--- config.mk ---
export PLATFORM = sky130hd
export DESIGN_NAME = bwt_irq_sources
export DESIGN_NICKNAME = d
export VERILOG_FILES = /design/src/common/bwt_pkg.sv /design/src/hdl/bwt_sync.sv /design/src/hdl/bwt_irq_sources.sv
export SDC_FILE = /design/constraint.sdc
export NUM_CORES = 1
export LEC_CHECK = 0
export BUFFER_PORTS_ARGS = -buffer_cell sky130_fd_sc_hd__clkbuf_2
export CORE_ASPECT_RATIO = 1.75
export CORE_MARGIN = 4
export CORE_UTILIZATION = 40
export DETAILED_ROUTE_END_ITERATION = 6
export HOLD_SLACK_MARGIN = 0.08
export MAX_ROUTING_LAYER = met4
export PLACE_DENSITY = 0.68
export SLEW_MARGIN = 5
export SYNTH_ARGS = -nofsm -noshare
export SYNTH_HDL_FRONTEND = slang
export SYNTH_SLANG_ARGS = --single-unit
--- constraint.sdc ---
create_clock -name clk -period 1.6 [get_ports clk]
set_input_delay 0.16 -clock clk [delete_from_list [all_inputs] [get_ports clk]]
set_output_delay 0.16 -clock clk [all_outputs]
set_load 0.05 [all_outputs]
--- src/common/bwt_pkg.sv ---
// Constants for the bus-failure and wake/thermal interrupt source block
package bwt_pkg;

   // ---------------------------------------------------------------
   // Register offsets
   // ---------------------------------------------------------------
   localparam logic [7:0] ADDR_SUMMARY    = 8'h07;
   localparam logic [7:0] ADDR_BUS_FAIL   = 8'h08;
   localparam logic [7:0] ADDR_WAKE_THERM = 8'h09;

   // ---------------------------------------------------------------
   // Widths, values after reset and the read-as-zero value
   // ---------------------------------------------------------------
   localparam int         REG_W            = 8;
   localparam int         WAKE_THERM_W     = 4;
   localparam int         EVENT_W          = 12;
   localparam logic [7:0] BUS_FAIL_RESET   = 8'h00;
   localparam logic [3:0] WAKE_THERM_RESET = 4'h0;
   localparam logic [7:0] READ_ZERO        = 8'h00;

   // ---------------------------------------------------------------
   // Bus-failure source field positions
   // ---------------------------------------------------------------
   localparam int BIT_BUS_DOMINANT   = 7;
   localparam int BIT_TXD_RXD_SHORT  = 6;
   localparam int BIT_RXD_RECESSIVE  = 5;
   localparam int BIT_TXD_DOMINANT   = 4;
   localparam int BIT_CANL_SUPPLY    = 3;
   localparam int BIT_CANL_GND       = 2;
   localparam int BIT_CANH_GND       = 1;
   localparam int BIT_CANH_SUPPLY    = 0;

   // ---------------------------------------------------------------
   // Wake/thermal source and summary field positions
   // ---------------------------------------------------------------
   localparam int BIT_TEMP_RECOVER   = 3;
   localparam int BIT_TEMP_WARN      = 2;
   localparam int BIT_LOCAL_WAKE     = 1;
   localparam int BIT_REMOTE_WAKE    = 0;
   localparam int SUM_BUS_FAIL       = 0;
   localparam int SUM_WAKE_THERM     = 1;

   // Decode of one register access
   function automatic logic reg_hit(input logic       strobe,
                                    input logic [7:0] addr,
                                    input logic [7:0] target);
      reg_hit = strobe && (addr == target);
   endfunction : reg_hit

endpackage : bwt_pkg

--- src/hdl/bwt_sync.sv ---
// Two-stage synchroniser for the detector event levels
`timescale 1ns/1ps

module bwt_sync #(
   parameter int WIDTH = 12
) (
   // Clock and reset
   input  wire logic             clk,
   input  wire logic             reset_n,
   // Asynchronous levels in, synchronised levels out
   input  wire logic [WIDTH-1:0] async_in,
   output      logic [WIDTH-1:0] sync_out
);

   typedef struct packed {
      logic [WIDTH-1:0] stage1;
      logic [WIDTH-1:0] stage2;
   } bwt_sync_state_type;

   bwt_sync_state_type state_ff;
   bwt_sync_state_type nxt_state;

   // Shift levels through both stages
   always_comb begin
      nxt_state        = state_ff;
      nxt_state.stage1 = async_in;
      nxt_state.stage2 = state_ff.stage1;
   end

   // State register with synchronous reset
   always_ff @(posedge clk) begin
      if (!reset_n) begin
         state_ff <= '0;
      end else begin
         state_ff <= nxt_state;
      end
   end

   assign sync_out = state_ff.stage2;
endmodule : bwt_sync

--- src/hdl/bwt_irq_sources.sv ---
// Bus-failure and wake/thermal interrupt source registers with summary
`timescale 1ns/1ps

// Functional notes
// - A detected bus clamped dominant sets bit 7 of the bus-failure source.
// - A detected short of transmit and receive pins sets bus-failure bit 6.
// - A receive pin clamped recessive sets bus-failure bit 5.
// - A transmit pin clamped dominant sets bus-failure bit 4.
// - A short of CANL to supply sets bus-failure bit 3.
// - A short of CANL to ground sets bus-failure bit 2.
// - A short of CANH to supply sets bus-failure bit 0.
// - Thermal recovery sets wake/thermal bit 3 and bits 7 to 4 are reserved.
// - Temperature above the warning threshold sets wake/thermal bit 2.
// - A local wake on the wake pin sets wake/thermal bit 1.
// - A remote wake by a bus message sets wake/thermal bit 0.
// - Summary bit 0 is high while any bus-failure source is pending.
// - Summary bit 1 is high while any wake/thermal source is pending.
// - A short of CANH to ground sets bus-failure bit 1.
module bwt_irq_sources (
   // Clock and battery power-on reset
   input  wire logic       clk,
   input  wire logic       reset_n,
   // Bus and pin failure detector levels
   input  wire logic       bus_dominant_det,
   input  wire logic       txd_rxd_short_det,
   input  wire logic       rxd_recessive_det,
   input  wire logic       txd_dominant_det,
   input  wire logic       canl_supply_det,
   input  wire logic       canl_gnd_det,
   input  wire logic       canh_gnd_det,
   input  wire logic       canh_supply_det,
   // Thermal and wake detector levels
   input  wire logic       temp_recover_det,
   input  wire logic       temp_warn_det,
   input  wire logic       local_wake_det,
   input  wire logic       remote_wake_det,
   // Register port from the serial control interface
   input  wire logic [7:0] reg_addr,
   input  wire logic       reg_wr_en,
   input  wire logic [7:0] reg_wr_data,
   input  wire logic       reg_rd_en,
   output      logic [7:0] reg_rd_data,
   output      logic       reg_rd_valid,
   // Summary pending levels
   output      logic       bus_fail_pending,
   output      logic       wake_therm_pending
);

   // ---------------------------------------------------------------
   // State
   // ---------------------------------------------------------------
   typedef struct packed {
      logic [bwt_pkg::EVENT_W-1:0]      evt_prev;
      logic [bwt_pkg::REG_W-1:0]        bus_flags;
      logic [bwt_pkg::WAKE_THERM_W-1:0] wake_flags;
      logic                             bus_pend;
      logic                             wake_pend;
      logic [bwt_pkg::REG_W-1:0]        rd_data;
      logic                             rd_valid;
   } bwt_state_type;

   bwt_state_type                    state_ff;
   bwt_state_type                    nxt_state;
   logic [bwt_pkg::EVENT_W-1:0]      evt_raw;
   logic [bwt_pkg::EVENT_W-1:0]      evt_sync;
   logic [bwt_pkg::EVENT_W-1:0]      evt_rise;
   logic [bwt_pkg::REG_W-1:0]        bus_rise;
   logic [bwt_pkg::WAKE_THERM_W-1:0] wake_rise;
   logic [bwt_pkg::REG_W-1:0]        bus_clr;
   logic [bwt_pkg::WAKE_THERM_W-1:0] wake_clr;

   // ---------------------------------------------------------------
   // Event capture
   // ---------------------------------------------------------------
   // Gather detector levels in register bit order
   always_comb begin
      evt_raw = '0;
      evt_raw[bwt_pkg::BIT_BUS_DOMINANT]  = bus_dominant_det;
      evt_raw[bwt_pkg::BIT_TXD_RXD_SHORT] = txd_rxd_short_det;
      evt_raw[bwt_pkg::BIT_RXD_RECESSIVE] = rxd_recessive_det;
      evt_raw[bwt_pkg::BIT_TXD_DOMINANT]  = txd_dominant_det;
      evt_raw[bwt_pkg::BIT_CANL_SUPPLY]   = canl_supply_det;
      evt_raw[bwt_pkg::BIT_CANL_GND]      = canl_gnd_det;
      evt_raw[bwt_pkg::BIT_CANH_GND]      = canh_gnd_det;
      evt_raw[bwt_pkg::BIT_CANH_SUPPLY]   = canh_supply_det;
      evt_raw[bwt_pkg::REG_W + bwt_pkg::BIT_TEMP_RECOVER] = temp_recover_det;
      evt_raw[bwt_pkg::REG_W + bwt_pkg::BIT_TEMP_WARN]    = temp_warn_det;
      evt_raw[bwt_pkg::REG_W + bwt_pkg::BIT_LOCAL_WAKE]   = local_wake_det;
      evt_raw[bwt_pkg::REG_W + bwt_pkg::BIT_REMOTE_WAKE]  = remote_wake_det;
   end

   // Detector levels come from the analog side
   bwt_sync #(
      .WIDTH    (bwt_pkg::EVENT_W)
   ) u_sync (
      .clk      (clk),
      .reset_n  (reset_n),
      .async_in (evt_raw),
      .sync_out (evt_sync)
   );

   // One-cycle pulse on each rising detector level
   assign evt_rise  = evt_sync & ~state_ff.evt_prev;
   assign bus_rise  = evt_rise[bwt_pkg::REG_W-1:0];
   assign wake_rise = evt_rise[bwt_pkg::EVENT_W-1:bwt_pkg::REG_W];

   // Write-one-to-clear masks
   assign bus_clr  = bwt_pkg::reg_hit(reg_wr_en, reg_addr,
                                      bwt_pkg::ADDR_BUS_FAIL) ?
                     reg_wr_data : bwt_pkg::READ_ZERO;
   assign wake_clr = bwt_pkg::reg_hit(reg_wr_en, reg_addr,
                                      bwt_pkg::ADDR_WAKE_THERM) ?
                     reg_wr_data[bwt_pkg::WAKE_THERM_W-1:0] :
                     bwt_pkg::WAKE_THERM_RESET;

   // ---------------------------------------------------------------
   // Next state
   // ---------------------------------------------------------------
   always_comb begin
      nxt_state          = state_ff;
      nxt_state.evt_prev = evt_sync;
      nxt_state.bus_flags  = (state_ff.bus_flags & ~bus_clr) | bus_rise;
      nxt_state.wake_flags = (state_ff.wake_flags & ~wake_clr) | wake_rise;
      nxt_state.bus_pend  = |nxt_state.bus_flags;
      nxt_state.wake_pend = |nxt_state.wake_flags;
      // Read answer, unmapped addresses return zero
      nxt_state.rd_valid = reg_rd_en;
      nxt_state.rd_data  = bwt_pkg::READ_ZERO;
      if (bwt_pkg::reg_hit(reg_rd_en, reg_addr, bwt_pkg::ADDR_BUS_FAIL)) begin
         nxt_state.rd_data = state_ff.bus_flags;
      end else if (bwt_pkg::reg_hit(reg_rd_en, reg_addr,
                                    bwt_pkg::ADDR_WAKE_THERM)) begin
         nxt_state.rd_data[bwt_pkg::WAKE_THERM_W-1:0] = state_ff.wake_flags;
      end else if (bwt_pkg::reg_hit(reg_rd_en, reg_addr,
                                    bwt_pkg::ADDR_SUMMARY)) begin
         nxt_state.rd_data[bwt_pkg::SUM_BUS_FAIL]   = state_ff.bus_pend;
         nxt_state.rd_data[bwt_pkg::SUM_WAKE_THERM] = state_ff.wake_pend;
      end
   end

   // State register, cleared by battery power-on reset
   always_ff @(posedge clk) begin
      if (!reset_n) begin
         state_ff            <= '0;
         state_ff.bus_flags  <= bwt_pkg::BUS_FAIL_RESET;
         state_ff.wake_flags <= bwt_pkg::WAKE_THERM_RESET;
      end else begin
         state_ff <= nxt_state;
      end
   end

   // Outputs straight from flip-flops
   assign reg_rd_data        = state_ff.rd_data;
   assign reg_rd_valid       = state_ff.rd_valid;
   assign bus_fail_pending   = state_ff.bus_pend;
   assign wake_therm_pending = state_ff.wake_pend;
endmodule : bwt_irq_sources

==> flow_metrics.env <==
export IMPL_status="complete, no violations"
export IMPL_p_per_area_mw_per_mm2=1160
export IMPL_start_util_pct=41.2
export IMPL_post_cts_buffers=0
export IMPL_drive_gt1_share_pct=27.4
export IMPL_synth_edf_count=0
export IMPL_fillerInstances=470
export IMPL_vias_per_cell=4.60
export IMPL_r2r_end="bus_fail_pending$_SDFF_PN0_"
export IMPL_critPathLaunchType="input port"
export IMPL_finalSetupViolCount=0
export IMPL_path_cells="clkbuf_2 -> or3b_4 -> nor3b_4 -> buf_4 -> nand3_2 -> a211oi_2 -> a41oi_1"
export IMPL_routedWlPerCell_um=11.4
export IMPL_synth_area_mm2=0.00205
export IMPL_detail_route_iter0_violations=20
export IMPL_drv_slew=0
export IMPL_antennaDiodeCount=0
export IMPL_min_from="reg_addr[6]"
export IMPL_instances_no_fill=313
export IMPL_synth_top_area_share_pct=57.7
export IMPL_cts_root_buffer="clkbuf_8"
export IMPL_finalWirelength_um=3570
export IMPL_fin_tns_setup_ps=0
export IMPL_clock_skew_ps=4.48
export IMPL_mappedNetlistNets=233
export IMPL_nNetsFinal=286
export IMPL_period_minus_slack_ps=1440
export IMPL_ff2ff_path_depth=5
export IMPL_fmax_mhz=694
export IMPL_grt_ovfl_total=0
export IMPL_worstPathMaxFanout=6
export IMPL_yosysWarnings=0
export IMPL_cts_sinks=59
export IMPL_async_flop_share_pct=0
export IMPL_synth_seq_area_share_pct=57.7
export IMPL_crit_start="reg_addr[1]"
export IMPL_worstPathArrival_ps=1630
export IMPL_ff2ff_setup_slack_ps=370
export IMPL_coreArea_mm2=0.00498
export IMPL_ys_types=28
export IMPL_syn_inst=201
export IMPL_maxCapViolCount=0
export IMPL_holdBufCountCts=12
export IMPL_power_leakage_uw=0.00113
export IMPL_dieArea_mm2=0.00637
export IMPL_yosys_top_cells_area="dfxtp_1 (58%), and2_1 (13%), buf_4 (3.3%)"
export IMPL_fp_dieW_um=62.1
export IMPL_antenna_left=0
export IMPL_first_pass_iters=4
export IMPL_clkSlewWorstSetupHoldPaths_ps=60
export IMPL_r2r_start="u_sync.sync_out[2]$_SDFF_PN0_"
export IMPL_worstMarginPinSlew_ps=335
export IMPL_vias=1439
export IMPL_portBuffers=42
export IMPL_first_global_vias=1411
export IMPL_worst_slack_ps=158
export IMPL_period_share_pct=90.1
export IMPL_cts_buffers=9
export IMPL_h_tree_depth=3
export IMPL_die_h_um=103
export IMPL_synth_ff_type="dfxtp_1"
export IMPL_cts_tree="built"
export IMPL_place_congestion=0.905
export IMPL_yosys_area_top_type="dfxtp_1"
export IMPL_dp_hpwl_um=2670
export IMPL_cp_end_kind="flip-flop"
export IMPL_cts_repair_resized=0
export IMPL_grt_start_max_net_pins=38
export IMPL_slowest_delay_ps=430
export IMPL_area_delta_synth_final_pct=24.0
export IMPL_hold_viol_final=0
export IMPL_dp_cells=285
export IMPL_max_slew_margin_pct=77.6
export IMPL_crit_slowest_cell="or3b_4"
export IMPL_grt_pass1_wl_um=6040
export IMPL_synthMostInstantiatedCell="dfxtp_1"
export IMPL_synth_commonest_cells="dfxtp_1 (59), and2_1 (41), nor2_1 (14)"
export IMPL_grt_usage_pct=13.7
export IMPL_min_path_type="input port to flip-flop"
export IMPL_ioPinCount=43
export IMPL_drc=0
export IMPL_rsz0062_at_grt="no"
export IMPL_endpoint="bus_fail_pending$_SDFF_PN0_"
export IMPL_dp_worst_setup_slack_ps=-176
export IMPL_synth_seq_cells=59
export IMPL_row_count=34
export IMPL_insertion_delay_ps=320
export IMPL_syn_avg_cell_area_um2=10.2
export IMPL_crit_type="input port to flip-flop"
export IMPL_clockBufferDepth=2
export IMPL_antenna_found_initial=0
export IMPL_finalPower_uw=2950
export IMPL_irDropWorstVdd_mv=0.707
export IMPL_worst_ep_required_time_ps=1790
cell usage in the layout (no fill, tap or decap), types with 2 or more instances in the layout:
cell           instances
dfxtp_1               59
clkbuf_2              42
and2_1                41
nor2_1                14
o21ai_0               12
dlygate4sd3_1         12
clkbuf_8              11
inv_1                  9
nand2_1                8
nor2b_1                8
a21oi_1                8
nand3_1                4
and3_2                 4
buf_4                  4
clkbuf_1               3
mux2i_1                2
nand4b_1               2
a22oi_1                2
clkinv_2               2
where the power goes:
| group | switching, µW | total, µW | internal (µW) |
|---|---|---|---|
| Combinational | 122 | 239 | 117 |
| Sequential | 26.5 | 1560 | 1530 |
| Clock | 509 | 1150 | 643 |
layer usage:
layer  vias up  GRT usage, %  share of wire (%)
met4         0          9.97                4.2
met1       642          13.6                 37
li1        747             -                  -
met5         -             -                  0
met3        11          4.76                5.5
met2        39          21.4                 54
critical path: cells and delay by family:
kind / cells / cell delay, ps
compound gates: 2 / 380
simple gates: 3 / 780
buf+inv: 2 / 300
flip-flops by register name, summed over array words and instances, names as in the netlist:
signal	count
u_sync.sync_out	12
wake_therm_pending	1
reg_rd_valid	1
bus_fail_pending	1
u_sync.nxt_state	12
state_ff	24
reg_rd_data	8
cells by family (layout without fill, tap and decap cells):
kind of cell | Yosys count | in the layout | synth area share, %
flip-flops | 59 | 59 | 57.7
AO/OA/AOI/OAI | 26 | 26 | 7.64
AND/OR/NAND/NOR | 89 | 89 | 26.8
multiplexers | 2 | 2 | 0.977
buffers and inverters | 25 | 83 | 6.96
stage by stage:
step                utilization (%)  area, µm²  hold slack, ps
global placement               45.1       2250             368
finish                         51.0       2540             143
CTS                            51.0       2540             127
detailed placement             45.1       2250             368
global route                   51.0       2540             146
floorplan                         -       2050             287
how the worst min path moves through the flow:
stage	endpoint	slack [ps]	cells after the start
finish	reg_rd_data[0]$_SDFF_PN0_	140	4
detailed placement	u_sync.nxt_state[3]$_SDFF_PN0_	370	2
global placement	u_sync.nxt_state[7]$_SDFF_PN0_	370	2
global route	reg_rd_data[0]$_SDFF_PN0_	150	4
floorplan	state_ff[23]$_SDFF_PN0_	290	1
CTS	reg_rd_data[0]$_SDFF_PN0_	130	4
final cells by class:
class | count | area, µm² | area share (%)
well taps | 54 | 67.6 | 2.66
flip-flops and latches | 59 | 1180 | 46.5
clock buffers | 14 | 163 | 6.40
multi-input cells | 117 | 724 | 28.5
repair buffers | 58 | 360 | 14.2
clock inverters | 2 | 10.0 | 0.394
inverters | 9 | 33.8 | 1.33
(Power assumes the default switching activity.)
